<file path="src/hdl/adcs_pkg.sv">
/*
 * adcs_pkg: register map, field positions and bus codes of the converter
 * start-source and result-register block.
 * assumes: 32-bit AXI4-Lite data, one 8-bit register per aligned word.
 */
package adcs_pkg;

	// =====================================================================
	// register map (printed offsets are indexes; byte address = 4 * (offset - base))
	localparam int          ADDR_W        = 8;
	localparam int          NUM_PAIRS     = 3;
	localparam int          RES_W         = 10;
	localparam logic [31:0] OFF_BASE      = 32'hfffff300;
	localparam logic [31:0] OFF_RES_LO [NUM_PAIRS] = '{32'hfffff300, 32'hfffff302, 32'hfffff304};
	localparam logic [31:0] OFF_RES_HI [NUM_PAIRS] = '{32'hfffff301, 32'hfffff303, 32'hfffff305};
	localparam logic [31:0] OFF_CTRL      = 32'hfffff31c;
	localparam logic [31:0] OFF_IRQ_STAT  = 32'hfffff320;
	localparam logic [31:0] OFF_IRQ_MASK  = 32'hfffff321;

	// =====================================================================
	// hw_start_and_soft_reset_ctrl fields
	localparam int          PRI_SEL_BIT   = 7;
	localparam int          PRI_EN_BIT    = 6;
	localparam int          NRM_SEL_BIT   = 5;
	localparam int          NRM_EN_BIT    = 4;
	localparam logic [1:0]  KEY_FIRST     = 2'h2;
	localparam logic [1:0]  KEY_SECOND    = 2'h1;

	// =====================================================================
	// result_low_reg fields
	localparam int          LO_STORED_BIT = 0;
	localparam int          LO_OVR_BIT    = 1;
	localparam logic [3:0]  LO_FILL       = 4'hf;

	// =====================================================================
	// interrupt status and mask layout
	localparam int          IRQ_W         = 4;
	localparam int          IRQ_NRM_START = 0;
	localparam int          IRQ_PRI_START = 1;
	localparam int          IRQ_STORED    = 2;
	localparam int          IRQ_OVERRUN   = 3;

	// =====================================================================
	// bus codes and states
	localparam logic [1:0]  RESP_OKAY     = 2'h0;
	localparam logic [1:0]  RESP_SLVERR   = 2'h2;

	typedef enum {WR_IDLE, WR_HAVE_ADDR, WR_HAVE_DATA, WR_EXEC, WR_RESP} adcs_wr_state_type;
	typedef enum {RD_IDLE, RD_EXEC, RD_RESP} adcs_rd_state_type;

	function automatic logic [ADDR_W-1:0] reg_byte_addr(input logic [31:0] off);
		logic [31:0] byte_off;
		byte_off = (off - OFF_BASE) << 2;
		return byte_off[ADDR_W-1:0];
	endfunction : reg_byte_addr

	function automatic logic rise(input logic cur, input logic prev);
		return cur & ~prev;
	endfunction : rise

endpackage : adcs_pkg

</file>
<file path="src/hdl/adcs_hw_trigger.sv">
/*
 * adcs_hw_trigger: picks the pin or the timer interrupt as hardware start
 * source and emits a one-cycle start pulse on its rising edge when enabled.
 * assumes: pin and interrupt inputs synchronous to clk.
 */
`timescale 1ns/100ps
module adcs_hw_trigger (
	input  wire logic clk,
	input  wire logic rst_n,
	input  wire logic enable,
	input  wire logic src_timer,
	input  wire logic ext_pin,
	input  wire logic timer_irq,
	input  wire logic block,
	output logic      start_q
);
	import adcs_pkg::*;

	logic ext_prev_q;
	logic tmr_prev_q;
	wire  ext_edge = rise(ext_pin, ext_prev_q);
	wire  tmr_edge = rise(timer_irq, tmr_prev_q);
	wire  src_edge = src_timer ? tmr_edge : ext_edge;

	always_ff @(posedge clk) begin
		if (!rst_n) begin
			ext_prev_q <= 1'b0;
			tmr_prev_q <= 1'b0;
			start_q    <= 1'b0;
		end else begin
			ext_prev_q <= ext_pin;
			tmr_prev_q <= timer_irq;
			start_q    <= enable & src_edge & ~block;
		end
	end

endmodule : adcs_hw_trigger

</file>
<file path="src/hdl/adcs_result_pair.sv">
/*
 * adcs_result_pair: one upper/lower result register pair with stored and
 * overrun flags cleared by reads.
 * assumes: load, rd_lo and rd_hi are one-cycle pulses.
 */
`timescale 1ns/100ps
module adcs_result_pair (
	input  wire logic                         clk,
	input  wire logic                         rst_n,
	input  wire logic                         load,
	input  wire logic [adcs_pkg::RES_W-1:0]   value,
	input  wire logic                         rd_lo,
	input  wire logic                         rd_hi,
	output logic      [7:0]                   lo_byte,
	output logic      [7:0]                   hi_byte,
	output logic                              ovr_set
);
	import adcs_pkg::*;

	logic [RES_W-1:0] res_q;
	logic             stored_q;
	logic             ovr_q;
	logic             pend_lo_q;
	logic             pend_hi_q;

	// an unread half at load time means software lost a result
	assign ovr_set = load & (pend_lo_q | pend_hi_q);
	assign hi_byte = res_q[RES_W-1:2];
	assign lo_byte = {res_q[1:0], LO_FILL, ovr_q, stored_q};  // see

	// result bits carry no reset: they are undefined until the first load
	always_ff @(posedge clk) begin
		if (load) begin
			res_q <= value;
		end
	end

	// set wins over a read in the same cycle
	always_ff @(posedge clk) begin
		if (!rst_n) begin
			stored_q  <= 1'b0;
			ovr_q     <= 1'b0;
			pend_lo_q <= 1'b0;
			pend_hi_q <= 1'b0;
		end else begin
			stored_q  <= load | (stored_q & ~rd_lo);  // see
			ovr_q     <= ovr_set | (ovr_q & ~rd_lo);  // see
			pend_lo_q <= load | (pend_lo_q & ~rd_lo);
			pend_hi_q <= load | (pend_hi_q & ~rd_hi);
		end
	end

endmodule : adcs_result_pair

</file>
<file path="src/hdl/adcs_top.sv">
/*
 * adcs_top: hardware start source selection, software reset key and
 * conversion result registers behind an AXI4-Lite slave, with interrupt.
 * assumes: converter core writes results through CONV_LOAD/CONV_PAIR/CONV_VALUE
 * and restarts on SOFT_RESET; all inputs synchronous to CLOCK.
 */
//
// Notes on behaviour
// hardware start accepted only while its enable bit (4 normal, 6 priority) is 1
// source select 0 picks trigger pin, 1 picks timer 0 or timer 1 interrupt
// software configures the shared pin as trigger input before enabling pin starts
// software selects timer source, then enables, then runs the timer
// software issues converter soft reset before switching start source
// software clears enable before giving the shared pin back to port use
// 10-bit result split: upper eight bits high register, two LSBs low bits 7:6
// low register bits 5 to 2 always read as ones
// stored flag set whenever a new result lands in the pair
// stored flag cleared when software reads the low register
// overrun set when a result lands before both halves were read
// overrun cleared by reading it; flags zero after reset, result undefined
// writing 10 then 01 to control bits 1:0 fires the converter soft reset
//
`timescale 1ns/100ps
module adcs_top (
	input  wire logic                            CLOCK,
	input  wire logic                            RST_N,
	// AXI4-Lite slave
	input  wire logic [adcs_pkg::ADDR_W-1:0]     S_AXI_AWADDR,
	input  wire logic                            S_AXI_AWVALID,
	output logic                                 S_AXI_AWREADY,
	input  wire logic [31:0]                     S_AXI_WDATA,
	input  wire logic [3:0]                      S_AXI_WSTRB,
	input  wire logic                            S_AXI_WVALID,
	output logic                                 S_AXI_WREADY,
	output logic [1:0]                           S_AXI_BRESP,
	output logic                                 S_AXI_BVALID,
	input  wire logic                            S_AXI_BREADY,
	input  wire logic [adcs_pkg::ADDR_W-1:0]     S_AXI_ARADDR,
	input  wire logic                            S_AXI_ARVALID,
	output logic                                 S_AXI_ARREADY,
	output logic [31:0]                          S_AXI_RDATA,
	output logic [1:0]                           S_AXI_RRESP,
	output logic                                 S_AXI_RVALID,
	input  wire logic                            S_AXI_RREADY,
	// start sources
	input  wire logic                            EXTERNAL_CONV_TRIGGER,
	input  wire logic                            TIMER0_IRQ,
	input  wire logic                            TIMER1_IRQ,
	// converter core
	input  wire logic                            CONV_LOAD,
	input  wire logic [1:0]                      CONV_PAIR,
	input  wire logic [adcs_pkg::RES_W-1:0]      CONV_VALUE,
	output logic                                 NORMAL_HW_START,
	output logic                                 PRIORITY_HW_START,
	output logic                                 SOFT_RESET,
	output logic                                 IRQ
);
	import adcs_pkg::*;

	// =====================================================================
	// bus slave state
	adcs_wr_state_type       wr_state_q;
	adcs_rd_state_type       rd_state_q;
	logic                    awready_q;
	logic                    wready_q;
	logic                    bvalid_q;
	logic [1:0]              bresp_q;
	logic                    arready_q;
	logic                    rvalid_q;
	logic [1:0]              rresp_q;
	logic [31:0]             rdata_q;
	logic [ADDR_W-1:0]       waddr_q;
	logic [7:0]              wdata_q;
	logic                    wlane_q;
	logic [ADDR_W-1:0]       raddr_q;

	// =====================================================================
	// block state
	logic                    pri_sel_q;
	logic                    pri_en_q;
	logic                    nrm_sel_q;
	logic                    nrm_en_q;
	logic                    key_armed_q;
	logic                    soft_reset_q;
	logic [IRQ_W-1:0]        irq_stat_q;
	logic [IRQ_W-1:0]        irq_stat_d;
	logic [IRQ_W-1:0]        irq_mask_q;
	logic                    irq_q;

	// =====================================================================
	// handshakes
	wire aw_hs = S_AXI_AWVALID & awready_q;
	wire w_hs  = S_AXI_WVALID & wready_q;
	wire ar_hs = S_AXI_ARVALID & arready_q;

	// the register write and read effects take place in the EXEC cycles only
	wire wr_en = (wr_state_q == WR_EXEC);
	wire rd_en = (rd_state_q == RD_EXEC);

	// =====================================================================
	// write address decode
	wire wr_ctrl = (waddr_q == reg_byte_addr(OFF_CTRL));
	wire wr_stat = (waddr_q == reg_byte_addr(OFF_IRQ_STAT));
	wire wr_mask = (waddr_q == reg_byte_addr(OFF_IRQ_MASK));

	wire [NUM_PAIRS-1:0] wr_pair_hit;
	wire [NUM_PAIRS-1:0] rd_lo_hit;
	wire [NUM_PAIRS-1:0] rd_hi_hit;
	wire [NUM_PAIRS-1:0] rd_lo_pulse;
	wire [NUM_PAIRS-1:0] rd_hi_pulse;
	wire [NUM_PAIRS-1:0] pair_load;
	wire [NUM_PAIRS-1:0] pair_ovr_set;
	wire [7:0]           pair_rd [NUM_PAIRS];

	// result registers are read-only but a write to them still answers OKAY
	wire wr_known = wr_ctrl | wr_stat | wr_mask | (|wr_pair_hit);

	// writes land only through byte lane 0; the upper lanes hold nothing
	wire wr_lane0   = wr_en & wlane_q;
	wire ctrl_write = wr_lane0 & wr_ctrl;
	wire key_first  = ctrl_write & (wdata_q[1:0] == KEY_FIRST);
	wire key_second = ctrl_write & (wdata_q[1:0] == KEY_SECOND) & key_armed_q;

	// =====================================================================
	// read address decode
	wire rd_ctrl = (raddr_q == reg_byte_addr(OFF_CTRL));
	wire rd_stat = (raddr_q == reg_byte_addr(OFF_IRQ_STAT));
	wire rd_mask = (raddr_q == reg_byte_addr(OFF_IRQ_MASK));
	wire rd_known = rd_ctrl | rd_stat | rd_mask | (|rd_lo_hit) | (|rd_hi_hit);

	// key field is write-only and reads as zero, like bits 3:2
	wire [7:0] ctrl_rd = {pri_sel_q, pri_en_q, nrm_sel_q, nrm_en_q, 4'h0};
	wire [7:0] res_rd  = pair_rd[0] | pair_rd[1] | pair_rd[2];
	wire [7:0] reg_rd  = rd_ctrl ? ctrl_rd :
	                     rd_stat ? {4'h0, irq_stat_q} :
	                     rd_mask ? {4'h0, irq_mask_q} :
	                     res_rd;

	// =====================================================================
	// result pairs
	genvar gi;
	generate
		for (gi = 0; gi < NUM_PAIRS; gi++) begin : g_pair
			logic [7:0] lo_byte;
			logic [7:0] hi_byte;

			assign wr_pair_hit[gi] = (waddr_q == reg_byte_addr(OFF_RES_LO[gi])) |
			                         (waddr_q == reg_byte_addr(OFF_RES_HI[gi]));
			assign rd_lo_hit[gi]   = (raddr_q == reg_byte_addr(OFF_RES_LO[gi]));
			assign rd_hi_hit[gi]   = (raddr_q == reg_byte_addr(OFF_RES_HI[gi]));
			assign rd_lo_pulse[gi] = rd_en & rd_lo_hit[gi];  // see
			assign rd_hi_pulse[gi] = rd_en & rd_hi_hit[gi];
			// pair code 3 has no register pair and is dropped
			assign pair_load[gi]   = CONV_LOAD & (CONV_PAIR == 2'(gi));
			assign pair_rd[gi]     = ({8{rd_lo_hit[gi]}} & lo_byte) | ({8{rd_hi_hit[gi]}} & hi_byte);

			adcs_result_pair u_pair (
				.clk     (CLOCK),
				.rst_n   (RST_N),
				.load    (pair_load[gi]),
				.value   (CONV_VALUE),
				.rd_lo   (rd_lo_pulse[gi]),
				.rd_hi   (rd_hi_pulse[gi]),
				.lo_byte (lo_byte),
				.hi_byte (hi_byte),
				.ovr_set (pair_ovr_set[gi])
			);
		end
	endgenerate

	// =====================================================================
	// hardware start paths
	// a soft reset cycle swallows any edge so a source switch starts clean
	adcs_hw_trigger u_nrm_trig (
		.clk       (CLOCK),
		.rst_n     (RST_N),
		.enable    (nrm_en_q),
		.src_timer (nrm_sel_q),
		.ext_pin   (EXTERNAL_CONV_TRIGGER),  // see
		.timer_irq (TIMER0_IRQ),
		.block     (soft_reset_q),
		.start_q   (NORMAL_HW_START)
	);

	adcs_hw_trigger u_pri_trig (
		.clk       (CLOCK),
		.rst_n     (RST_N),
		.enable    (pri_en_q),
		.src_timer (pri_sel_q),
		.ext_pin   (EXTERNAL_CONV_TRIGGER),
		.timer_irq (TIMER1_IRQ),
		.block     (soft_reset_q),
		.start_q   (PRIORITY_HW_START)
	);

	// =====================================================================
	// control register and soft reset key
	always_ff @(posedge CLOCK) begin
		if (!RST_N) begin
			pri_sel_q <= 1'b0;
			pri_en_q  <= 1'b0;
			nrm_sel_q <= 1'b0;
			nrm_en_q  <= 1'b0;
		end else if (ctrl_write) begin
			pri_sel_q <= wdata_q[PRI_SEL_BIT];
			pri_en_q  <= wdata_q[PRI_EN_BIT];
			nrm_sel_q <= wdata_q[NRM_SEL_BIT];
			nrm_en_q  <= wdata_q[NRM_EN_BIT];
		end
	end

	// any control write other than the first key disarms the sequence
	always_ff @(posedge CLOCK) begin
		if (!RST_N) begin
			key_armed_q  <= 1'b0;
			soft_reset_q <= 1'b0;
		end else begin
			soft_reset_q <= key_second;
			if (ctrl_write) begin
				key_armed_q <= key_first;
			end
		end
	end

	assign SOFT_RESET = soft_reset_q;

	// =====================================================================
	// interrupt status, mask and output
	// a new event outweighs a write-one-to-clear in the same cycle
	always_comb begin
		irq_stat_d = irq_stat_q;
		if (wr_lane0 & wr_stat) begin
			irq_stat_d = irq_stat_d & ~wdata_q[IRQ_W-1:0];
		end
		irq_stat_d[IRQ_NRM_START] = irq_stat_d[IRQ_NRM_START] | NORMAL_HW_START;
		irq_stat_d[IRQ_PRI_START] = irq_stat_d[IRQ_PRI_START] | PRIORITY_HW_START;
		irq_stat_d[IRQ_STORED]    = irq_stat_d[IRQ_STORED] | (|pair_load);
		irq_stat_d[IRQ_OVERRUN]   = irq_stat_d[IRQ_OVERRUN] | (|pair_ovr_set);
	end

	always_ff @(posedge CLOCK) begin
		if (!RST_N) begin
			irq_stat_q <= '0;
			irq_mask_q <= '0;
			irq_q      <= 1'b0;
		end else begin
			irq_stat_q <= irq_stat_d;
			if (wr_lane0 & wr_mask) begin
				irq_mask_q <= wdata_q[IRQ_W-1:0];
			end
			irq_q <= |(irq_stat_q & irq_mask_q);
		end
	end

	assign IRQ = irq_q;

	// =====================================================================
	// AXI4-Lite write channel
	// address and data are taken in either order; one write in flight
	always_ff @(posedge CLOCK) begin
		if (!RST_N) begin
			wr_state_q <= WR_IDLE;
			awready_q  <= 1'b1;
			wready_q   <= 1'b1;
			bvalid_q   <= 1'b0;
			bresp_q    <= RESP_OKAY;
			waddr_q    <= '0;
			wdata_q    <= '0;
			wlane_q    <= 1'b0;
		end else begin
			if (aw_hs) begin
				waddr_q   <= S_AXI_AWADDR;
				awready_q <= 1'b0;
			end
			if (w_hs) begin
				wdata_q  <= S_AXI_WDATA[7:0];
				wlane_q  <= S_AXI_WSTRB[0];
				wready_q <= 1'b0;
			end
			unique case (wr_state_q)
				WR_IDLE: begin
					if (aw_hs & w_hs) begin
						wr_state_q <= WR_EXEC;
					end else if (aw_hs) begin
						wr_state_q <= WR_HAVE_ADDR;
					end else if (w_hs) begin
						wr_state_q <= WR_HAVE_DATA;
					end
				end
				WR_HAVE_ADDR: begin
					if (w_hs) begin
						wr_state_q <= WR_EXEC;
					end
				end
				WR_HAVE_DATA: begin
					if (aw_hs) begin
						wr_state_q <= WR_EXEC;
					end
				end
				WR_EXEC: begin
					bvalid_q   <= 1'b1;
					bresp_q    <= wr_known ? RESP_OKAY : RESP_SLVERR;
					wr_state_q <= WR_RESP;
				end
				WR_RESP: begin
					if (S_AXI_BREADY) begin
						bvalid_q   <= 1'b0;
						awready_q  <= 1'b1;
						wready_q   <= 1'b1;
						wr_state_q <= WR_IDLE;
					end
				end
			endcase
		end
	end

	// =====================================================================
	// AXI4-Lite read channel
	always_ff @(posedge CLOCK) begin
		if (!RST_N) begin
			rd_state_q <= RD_IDLE;
			arready_q  <= 1'b1;
			rvalid_q   <= 1'b0;
			rresp_q    <= RESP_OKAY;
			rdata_q    <= '0;
			raddr_q    <= '0;
		end else begin
			unique case (rd_state_q)
				RD_IDLE: begin
					if (ar_hs) begin
						raddr_q    <= S_AXI_ARADDR;
						arready_q  <= 1'b0;
						rd_state_q <= RD_EXEC;
					end
				end
				RD_EXEC: begin
					rdata_q    <= rd_known ? {24'h0, reg_rd} : '0;
					rresp_q    <= rd_known ? RESP_OKAY : RESP_SLVERR;
					rvalid_q   <= 1'b1;
					rd_state_q <= RD_RESP;
				end
				RD_RESP: begin
					if (S_AXI_RREADY) begin
						rvalid_q   <= 1'b0;
						arready_q  <= 1'b1;
						rd_state_q <= RD_IDLE;
					end
				end
			endcase
		end
	end

	assign S_AXI_AWREADY = awready_q;
	assign S_AXI_WREADY  = wready_q;
	assign S_AXI_BVALID  = bvalid_q;
	assign S_AXI_BRESP   = bresp_q;
	assign S_AXI_ARREADY = arready_q;
	assign S_AXI_RVALID  = rvalid_q;
	assign S_AXI_RRESP   = rresp_q;
	assign S_AXI_RDATA   = rdata_q;

endmodule : adcs_top

</file>
<file path="config.mk">
export PLATFORM = sky130hd
export DESIGN_NAME = adcs_top
export DESIGN_NICKNAME = d
export VERILOG_FILES = /design/src/hdl/adcs_pkg.sv /design/src/hdl/adcs_hw_trigger.sv /design/src/hdl/adcs_result_pair.sv /design/src/hdl/adcs_top.sv
export SDC_FILE = /design/constraint.sdc
export NUM_CORES = 1
export LEC_CHECK = 0
export BUFFER_PORTS_ARGS = -buffer_cell sky130_fd_sc_hd__buf_2
export CORE_ASPECT_RATIO = 0.6
export CORE_UTILIZATION = 30
export DETAILED_ROUTE_END_ITERATION = 6
export PLACE_DENSITY = 0.5
export SYNTH_ARGS = -nofsm -noshare
export SYNTH_HDL_FRONTEND = slang
export SYNTH_SLANG_ARGS = --single-unit
export TNS_END_PERCENT = 30
</file>
<file path="constraint.sdc">
create_clock -name CLOCK -period 6.7 [get_ports CLOCK]
set_clock_uncertainty 0.15 [all_clocks]
set_input_delay 1.34 -clock CLOCK [delete_from_list [all_inputs] [get_ports CLOCK]]
set_output_delay 1.34 -clock CLOCK [all_outputs]
set_load 0.005 [all_outputs]
</file>
# Yosys cells after proc, flatten, opt, wreduce, memory -nomap -nowiden
# Cells that the tools add are included.
# word_totals
wordCells,224
output_inout_bits,45
reg_bits,192
inputBits,75
# op_classes
n_mux,32
n_bitwise,95
eq_ne,34
n_reduce_logical,20
# op_table
cell,n
2-to-1 mux 32 bit,8
one-hot mux 32 bit (5 select lines),1
equality test 32 x 2 -> 1 bit (second input constant),4
one-hot mux 32 bit (3 select lines),1
equality test 32 x 1 -> 1 bit (second input constant),2
equality test 32 x 3 -> 1 bit (second input constant),2
logical NOT 32 bit,2
AND 8 bit,6
AND 1 bit,42
OR 8 bit,5
equality test 8 x 4 -> 1 bit (second input constant),4
equality test 8 x 5 -> 1 bit (second input constant),4
equality test 8 bit (second input constant),4
2-to-1 mux 8 bit,4
OR 1 bit,29
equality test 8 x 3 -> 1 bit (second input constant),2
equality test 8 x 7 -> 1 bit (second input constant),2
logical NOT 8 bit,2
OR reduction 3 bit,5
2-to-1 mux 1 bit,12
!= test 2 bit (second input constant),5
inverter 1 bit,10
AND 4 bit,2
AND reduction 2 bit,4
12 further kinds,19

# Logic depth before layout (Yosys ltp)
# Gate-level depths: netlist of run 1.
# logic_depth
ltp_word,9
depth_mapped,7
mapped_depth_nobuf,6

# Hierarchy
# A second synthesis of run 1 with hierarchy kept.
# hier_totals
cells_unflattened,490
area_unflattened_um2,4941.0
# modules_own_cells
module,seq_area_each_um2,cells_each,area_per_inst_um2,n_inst
adcs_top,1201.2,382,3251.9,1
adcs_result_pair,380.4,30,493.0,3
adcs_hw_trigger,60.1,9,105.1,2

# Worst setup path before layout of run 1
# No wires, ideal clock.
# synth_timing
kind,input port to flip-flop
startpoint,in CONV_PAIR[0]
endpoint,reg irq_stat_q[3]
t_required_ns,6.469
setup_ns,0.081
n_path_buf,0
arrival_time_ns,2.874
path_stages,3
slack_ns,3.596
path_cell_list,nor3b_1 > o21ai_0 > a41oi_1
# synth_via
elab_chain_cells,5
elab_cells_between_ends,11
cone_classes,eq/ne: 2; bitwise: 7; reduce/logical: 2
# synth_rtl
element,line_no,source
start: declaration,adcs_top.sv:51,"input wire logic [1:0] CONV_PAIR,"
"equality test 2 x 1 -> 1 bit, or another cell as far along",adcs_top.sv:154,assign pair_load[gi] = CONV_LOAD & (CONV_PAIR == 2'(gi));
AND 1 bit,adcs_top.sv:154,
AND 1 bit,adcs_result_pair.sv:27,assign ovr_set = load & (pend_lo_q | pend_hi_q);
OR reduction 3 bit (*),adcs_top.sv:238,irq_stat_d[IRQ_OVERRUN] = irq_stat_d[IRQ_OVERRUN] | (|pair_ovr_set);
OR 1 bit (*),adcs_top.sv:238,
end signal: assignment,adcs_top.sv:247,irq_stat_q <= irq_stat_d;
end: declaration,adcs_top.sv:85,logic [IRQ_W-1:0] irq_stat_q;
# Mark *: on every way between the ends. The rest lies on a longest branch, timed or not.
# A chain may end at the register's enable or synchronous reset.

==> results of run 1 <==
==> cells in the mapped netlist, drive strengths merged (5+ instances only) <==
master  number
nor4         5
o21ai       22
and2         5
mux2i       26
a21oi       48
nor2        45
nor3         6
nand2       63
clkbuf      13
edfxtp      30
nor2b        6
buf         37
o22ai        5
a31oi        5
dfxtp       77
nand3        9
a22o         5
inv         10
==> per-layer routing <==
metal | track usage [%] | share of wire (%) | routed length, µm | up-vias
li1 | - | - | - | 1737
met1 | 22.1 | 54 | 5900 | 1634
met2 | 19.0 | 39 | 4290 | 98
met3 | 4.08 | 6.6 | 730 | 11
met4 | 3.27 | 0.84 | 93 | 0
met5 | 0 | 0 | 0 | -
==> power breakdown <==
group          switching, W  internal (W)  total [W]
Clock              0.000223      0.000334   0.000556
Combinational      0.000208      0.000142   0.000350
Sequential        0.0000492      0.000722   0.000771
Total              0.000480       0.00120    0.00168
==> stage by stage <==
step	std cells	utilization (%)	power (W)	hold slack [ns]	setup slack, ns
6_report	735	36.2	0.00168	0.308	3.98
2_1_floorplan	500	-	0.00102	0.274	3.60
3_5_place_dp	719	34.0	0.00113	0.287	3.62
5_1_grt	735	36.2	0.00177	0.323	3.84
4_1_cts	735	36.2	0.00169	0.299	3.98
3_3_place_gp	719	34.0	0.00113	0.281	3.65
==> final timing paths <==
check                     startpoint                           to  slack, ns  depth (start not counted)
max                            RST_N    S_AXI_BVALID$_SDFFE_PN0P_       3.98                          5
max reg2reg  raddr_q[3]$_SDFFE_PN0P_  S_AXI_RDATA[1]$_SDFFE_PN0P_       4.42                          5
min          wdata_q[5]$_SDFFE_PN0P_      wdata_q[5]$_SDFFE_PN0P_       0.31                          2
min reg2reg  wdata_q[5]$_SDFFE_PN0P_      wdata_q[5]$_SDFFE_PN0P_       0.31                          2
==> cell families (layout without fill, tap and decap cells) <==
logic type	after synthesis	after routing	synth area share [%]
other cells	1	26	0.0815
flops	107	107	53.1
simple gates	168	168	17.6
fa+ha+maj	3	3	0.816
mux	31	31	7.37
compound gates	105	105	13.6
buf+inv	60	97	7.48
==> critical path, cell delays in order <==
cell and delay, ns:
buf_2 0.20, inv_1 0.35, buf_4 0.51, a31oi_1 0.16, a22o_1 0.22
==> state kept, by name, indices dropped and copies added, names as in the netlist, 2 cells and up <==
| signal | cells |
|---|---|
| g_pair.u_pair.res_q | 30 |
| S_AXI_RDATA | 8 |
| raddr_q | 8 |
| waddr_q | 8 |
| wdata_q | 8 |
| irq_mask_q | 4 |
| irq_stat_q | 4 |
| g_pair.u_pair.ovr_q | 3 |
| g_pair.u_pair.pend_hi_q | 3 |
| g_pair.u_pair.pend_lo_q | 3 |
| g_pair.u_pair.stored_q | 3 |
| wr_state_q | 3 |
| rd_state_q | 2 |
==> final cells by class <==
type                    count  area, µm²  share of cell area (%)
inverters                  10       37.5                   0.705
clock inverters             1       30.0                   0.564
flip-flops and latches    107       2440                    45.9
multi-input cells         333       1910                    35.9
repair buffers             71        368                    6.91
well taps                 198        248                    4.65
clock buffers              15        289                    5.43
==> results.cfg, run 1 <==
[outcome]
status = completed

[timing]
fmax_mhz = 367
setup_viol = 0
tns_ns = 0
rsz0062_at_grt = false
timing.slew.headroom_pct = 40.1
final_max_slew_viol_count = 0
tightest_slew_ns = 0.896
fin_crit_ns = 2.72
hold_viol_final = 0
finalCritPeriodShare_pct = 40.6

[synthesis]
synthDistinctLibCells = 54
synthArstFlopShare_pct = 0
synth_top_cell_by_area = dfxtp_1
ys_seq_area_share_pct = 53.1
netlist_top_cells_area = dfxtp_1 (34%), edfxtp_1 (20%), mux2i_1 (5.7%), a21oi_1 (5.1%), nand2_1 (5.1%)
ys_seq_elements = 107
syn-cell-area_um2 = 4600
synth_cells = 475
yosys_warnings = 0
synthFlopType = dfxtp_1
yosys.area.top_type_share_pct = 33.5
syn_avg_cell_area_um2 = 9.68
synth-edff-count = 30

[floorplanning]
ios = 120
core_area_um2 = 14700
start_util_pct = 31.2
die_h_um = 97.9
num_rows = 34
die_w_um = 162
dieArea_um2 = 15800

[clock_tree]
cts_hold_buf = 0
cts.clk_slew.worst_paths_ns = 0.07
clk_path_buf_depth = 2
cts_sinks = 107
cts_buffers = 9
ctsRootBufferMaster = clkbuf_16
post_cts_buffers = 0
cts_resized = 0
insertion_delay_ns = 0.34
cts-htree-levels = 3
cts_tree = done

[drt]
drcViolationCount = 0
wl_um = 11000
viasPerCell = 4.73
first_iter_violations = 246
wire_per_inst_um = 15.0
antenna_left = 0
vias = 3480
dr.pass1.iters = 4

[grt]
globalRouteOverflowTotal = 0
grt_pass1_wl_um = 17200
grt_use_total_pct = 14.3
grt_pass1_vias = 3203
grt_max_degree = 48
grt_antenna_before_repair = 0

[placed_design]
gp_congestion = 0.771
place_area_um2 = 5010
portBuffers = 66
dpl.hpwl_um = 8240

[worst_setup_path]
start_kind = primary input
critical_path_required_ns = 6.78
critPathKind = primary input to register
crit_path_end_kind = register
worst-path-max-fanout = 47
critical_path_arrival_ns = 2.81

[layout]
final_common_cell = dfxtp_1
area_growth_pct = 15.8
nets = 610
drive_gt1_share_pct = 18.1
n_antenna_cell = 0
layout_common_cells = dfxtp_1 (77), buf_2 (66), nand2_1 (62)
stdcell_area_um2 = 5330
fillers = 1508

[hold_path]
min_path_type = register to register

[power_and_ir_drop]
cellLeakagePower_nw = 2.17
irDropWorstVdd_v = 0.000131
power_density_nw_per_um2 = 315

[flow_run]
maxCapViolations = 0
No activity file was read; power rests on OpenSTA's default activity.
==> run 2: changes to the inputs <==
PLACE_DENSITY = 0.52   (was 0.5)
clock period = 2.3 ns   (was 6.7 ns; I/O delays follow)
==> results.cfg, run 2 (synthesized netlist as in run 1, its figures left out) <==
[outcome]
status = completed

[floorplanning]
dieArea_um2 = 15800
num_rows = 34
core_area_um2 = 14700
start_util_pct = 31.2
die_h_um = 97.9
die_w_um = 162
ios = 120

[timing]
setup_viol = 0
tightest_slew_ns = 0.635
timing.slew.headroom_pct = 57.6
hold_viol_final = 0
finalCritPeriodShare_pct = 89.5
final_max_slew_viol_count = 0
rsz0062_at_grt = false
hold_slack_ns = 0.169
fmax_mhz = 486
fin_crit_ns = 2.06
tns_ns = 0

[layout]
n_antenna_cell = 0
layout_common_cells = dfxtp_1 (77), buf_2 (66), nand2_1 (62)
nets = 625
final_common_cell = dfxtp_1
area_growth_pct = 18.0
largest_reg_flops = 30
final_cell_count_no_fill = 750
stdcell_area_um2 = 5430
drive_gt1_share_pct = 20.5
largest_register = g_pair.u_pair.res_q

[clock_tree]
post_cts_buffers = 0
cts_resized = 0
cts_buffers = 9
cts.clk_slew.worst_paths_ns = 0.07
cts_hold_buf = 0
clk_path_buf_depth = 2
cts_sinks = 107
cts_tree = done
ctsRootBufferMaster = clkbuf_16
cts-htree-levels = 3
insertion_delay_ns = 0.34

[worst_setup_path]
critPathKind = register to register
start_kind = register
critical_path_required_ns = 2.43
crit_path_end_kind = register
critical_path_arrival_ns = 2.19
worst-path-max-fanout = 7

[power_and_ir_drop]
cellLeakagePower_nw = 2.24
irDropWorstVdd_v = 0.000394
power_density_nw_per_um2 = 904

[grt]
grt_use_total_pct = 14.5
grt_pass1_vias = 3366
grt_max_degree = 24
grt_antenna_before_repair = 0
grt_pass1_wl_um = 17700
globalRouteOverflowTotal = 0

[hold_path]
min_path_type = primary input to register

[placed_design]
dpl.hpwl_um = 8670
place_area_um2 = 5120
dp.cells = 734
gp_congestion = 0.814
portBuffers = 66

[drt]
dr.pass1.iters = 5
first_iter_violations = 198
antenna_left = 0
wire_per_inst_um = 15.0
viasPerCell = 4.78
wl_um = 11300
drcViolationCount = 0
vias = 3583

[flow_run]
maxCapViolations = 0
==> run 2: changes by cell type in the layout (fill, tap and decap cells not counted) <==
cell,change
clkinvlp_4,+1
clkbuf_8,-2
buf_4,+15
clkbuf_1,-1
clkinv_2,+2
==> run 2: final cells by class <==
cell class	count	area [µm²]
clock inverters	4	47.5
clock buffers	12	258
well taps	198	248
repair buffers	86	480
multi-input cells	333	1910
flip-flops and latches	107	2440
fillers	1520	9290
inverters	10	37.5
==> run 2: metrics by stage <==
step / utilization, % / setup WS, ns / power, W
2_1_floorplan: - / 0.0756 / 0.00298
3_3_place_gp: 34.8 / 0.315 / 0.00334
3_5_place_dp: 34.8 / 0.263 / 0.00337
4_1_cts: 36.9 / 0.247 / 0.00495
5_1_grt: 36.9 / 0.0807 / 0.00518
6_report: 36.9 / 0.241 / 0.00491
==> run 2: power breakdown <==
part / internal (W) / switching [W]
sequential: 0.00210 / 0.000162
clock: 0.000908 / 0.000660
combinational: 0.000467 / 0.000607
==> run 2: worst max-delay path, stage by stage (launching register included) <==
cell,delay (ns)
dfxtp_1,0.34
nor4b_1,0.37
nand4_1,0.18
or2_1,0.37
or3b_4,0.44
a21oi_2,0.14
==> run 2: final timing paths <==
kind                             from                             endpoint  slack, ns  cells past startpoint
max           waddr_q[7]$_SDFFE_PN0P_             key_armed_q$_SDFFE_PN0P_       0.24                      5
max reg2reg   waddr_q[7]$_SDFFE_PN0P_             key_armed_q$_SDFFE_PN0P_       0.24                      5
min                     CONV_VALUE[5]  g_pair[2].u_pair.res_q[5]$_DFFE_PP_       0.17                      1
min reg2reg  key_armed_q$_SDFFE_PN0P_                SOFT_RESET$_SDFF_PN0_       0.31                      2
==> run 2: metal layers <==
layer	global-route usage (%)	up-vias	part of all wire, %
li1	-	1768	-
met1	22.4	1681	53
met2	19.7	123	39
met3	3.27	11	6.4
met4	4.21	0	1.3
met5	0	-	0
==> run 3: changes to the inputs <==
PLACE_DENSITY = unset   (was 0.52)
SETUP_SLACK_MARGIN = 0.4   (was unset)
==> results.cfg, run 3 (synthesized netlist as in run 1, its figures left out) <==
[hold_path]
hold_start = S_AXI_WVALID
hold_depth = 2
hold_end = S_AXI_WREADY$_SDFF_PN1_
min_path_type = primary input to register

[clock_tree]
cts-htree-levels = 3
cts_sinks = 107
cts_tree = done
post_cts_buffers = 0
ctsRootBufferMaster = clkbuf_16
cts_buffers = 9
clk_path_buf_depth = 2
insertion_delay_ns = 0.36
cts.clk_slew.worst_paths_ns = 0.08

[timing]
tightest_slew_ns = 0.645
timing.slew.headroom_pct = 56.9
finalCritPeriodShare_pct = 82.6
fmax_mhz = 526
setup_viol = 0
final_max_slew_viol_count = 0
hold_viol_final = 0
tns_ns = 0
timing.final.ws_setup_ns = 0.400
rsz0062_at_grt = true
fin_crit_ns = 1.90

[drt]
dr.max_layer_used = met4
vias = 3636
dr.pass1.iters = 5
route.met2.wl_um = 4230
first_iter_violations = 261
antenna_left = 0
wl_um = 11100
viasPerCell = 4.87
wire_per_inst_um = 14.9
routedLengthMet1_um = 5970
wl_met3_um = 783
drcViolationCount = 0

[worst_setup_path]
critical_path.cell_chain = nor3_1, buf_4, nand2_1, o22ai_1, a22oi_1, o21ai_0
critPathBufInv = 1
r2r_slack_ns = 0.40
worst-path-max-fanout = 10
cp_top_family = simple AND/OR/NAND/NOR gates
critical_path_required_ns = 2.44
slowest_stage = nor3_1
crit_path_end_kind = register
worstRegToRegCells = 6
timing.rr.start = raddr_q[5]$_SDFFE_PN0P_
critPathKind = register to register
cpPeakStageDelay_ns = 0.47
critical_path_arrival_ns = 2.04
reg2reg_to = S_AXI_RDATA[1]$_SDFFE_PN0P_
start_kind = register

[grt]
grt_antenna_before_repair = 0
grt_pass1_vias = 3239
grt_max_degree = 21
globalRouteOverflowTotal = 0
grt_use_total_pct = 14.3
grt_pass1_wl_um = 17400

[power_and_ir_drop]
p_sw_share_pct = 31.3
power_w = 0.00485
seq_power_share_pct = 46.5
p_int_w = 0.00333
power_density_nw_per_um2 = 896
cellLeakagePower_nw = 2.22
irDropWorstVdd_v = 0.000360
p_comb_share_pct = 22.2
pwr-share-clk_pct = 31.3
netSwitchingPower_w = 0.00152

[floorplanning]
start_util_pct = 31.2
die_w_um = 162
num_rows = 34
die_h_um = 97.9
core_area_um2 = 14700
dieArea_um2 = 15800
ios = 120

[placed_design]
dp.cells = 731
dp_slack_ns = 0.400
portBuffers = 66
gp_congestion = 0.863
dpl.hpwl_um = 8450

[flow_run]
maxCapViolations = 0

[layout]
layout_common_cells = dfxtp_1 (75), buf_2 (66), nand2_1 (62)
largest_register = g_pair.u_pair.res_q
n_antenna_cell = 0
drive_gt1_share_pct = 21.5
largest_reg_flops = 30
final_common_cell = dfxtp_1
nets = 622
final_cell_count_no_fill = 747
area_growth_pct = 17.6

[outcome]
status = completed
[run 3: changes by cell type in the layout (fill, tap and decap cells not counted), moves of 2 or more]
cell and delta:
inv_8 +2, clkinv_4 +2, inv_6 +3, dfxtp_2 +2, dfxtp_1 -2, clkbuf_1 -2
buf_4 -3, clkinv_2 -2
[run 3: final cells by class]
class                   count  area, µm²
fillers                  1502       9310
flip-flops and latches    107       2440
multi-input cells         333       1930
repair buffers             83        458
well taps                 198        248
clock buffers               9        225
clock inverters             7       66.3
inverters                  10       37.5
[run 3: worst register-to-register path, delay by kind of cell (launching register included)]
family,cells,cell delay (ns)
AO/OA/AOI/OAI,3,0.44
buffers and inverters,1,0.27
flip-flops,1,0.39
AND/OR/NAND/NOR,2,0.58
[run 3: routing by layer]
layer,GRT usage (%),up-vias
met5,0,-
met4,3.92,0
met1,22.7,1724
met3,3.95,12
li1,-,1768
met2,18.4,132
[run 3: per-stage QoR]
stage               utilization [%]  hold WS [ns]  area [µm²]
floorplan                         -         0.274        4700
global placement               34.6         0.285        5100
detailed placement             34.6         0.287        5100
CTS                            36.7         0.143        5400
global route                   36.7         0.143        5410
finish                         36.7         0.150        5410
[run 3: repair_timing]
item                       CTS  global route
gates resized for setup      1             5
setup endpoints to repair    1            16
hold buffers                 0             0
[run 3: power by group through the flow]
stage / clock network [W] / logic [W] / registers [W]
floorplan: 0 / 0.000754 / 0.00223
global placement: 0 / 0.00102 / 0.00228
detailed placement: 0 / 0.00105 / 0.00230
CTS: 0.00156 / 0.00106 / 0.00225
global route: 0.00164 / 0.00118 / 0.00228
finish: 0.00152 / 0.00107 / 0.00226
[run 3: worst max path at each step]
stage                               start                     endpoint  slack, ns  cells after the start
3_5_place_dp      waddr_q[7]$_SDFFE_PN0P_     key_armed_q$_SDFFE_PN0P_       0.40                      5
4_1_cts           raddr_q[5]$_SDFFE_PN0P_  S_AXI_RDATA[1]$_SDFFE_PN0P_       0.42                      4
3_3_place_gp      waddr_q[7]$_SDFFE_PN0P_     key_armed_q$_SDFFE_PN0P_       0.40                      5
6_report          raddr_q[5]$_SDFFE_PN0P_  S_AXI_RDATA[1]$_SDFFE_PN0P_       0.40                      6
5_1_grt           raddr_q[5]$_SDFFE_PN0P_  S_AXI_RDATA[0]$_SDFFE_PN0P_       0.34                      5
2_1_floorplan  wr_state_q[2]$_SDFFE_PN0P_     key_armed_q$_SDFFE_PN0P_       0.50                      7
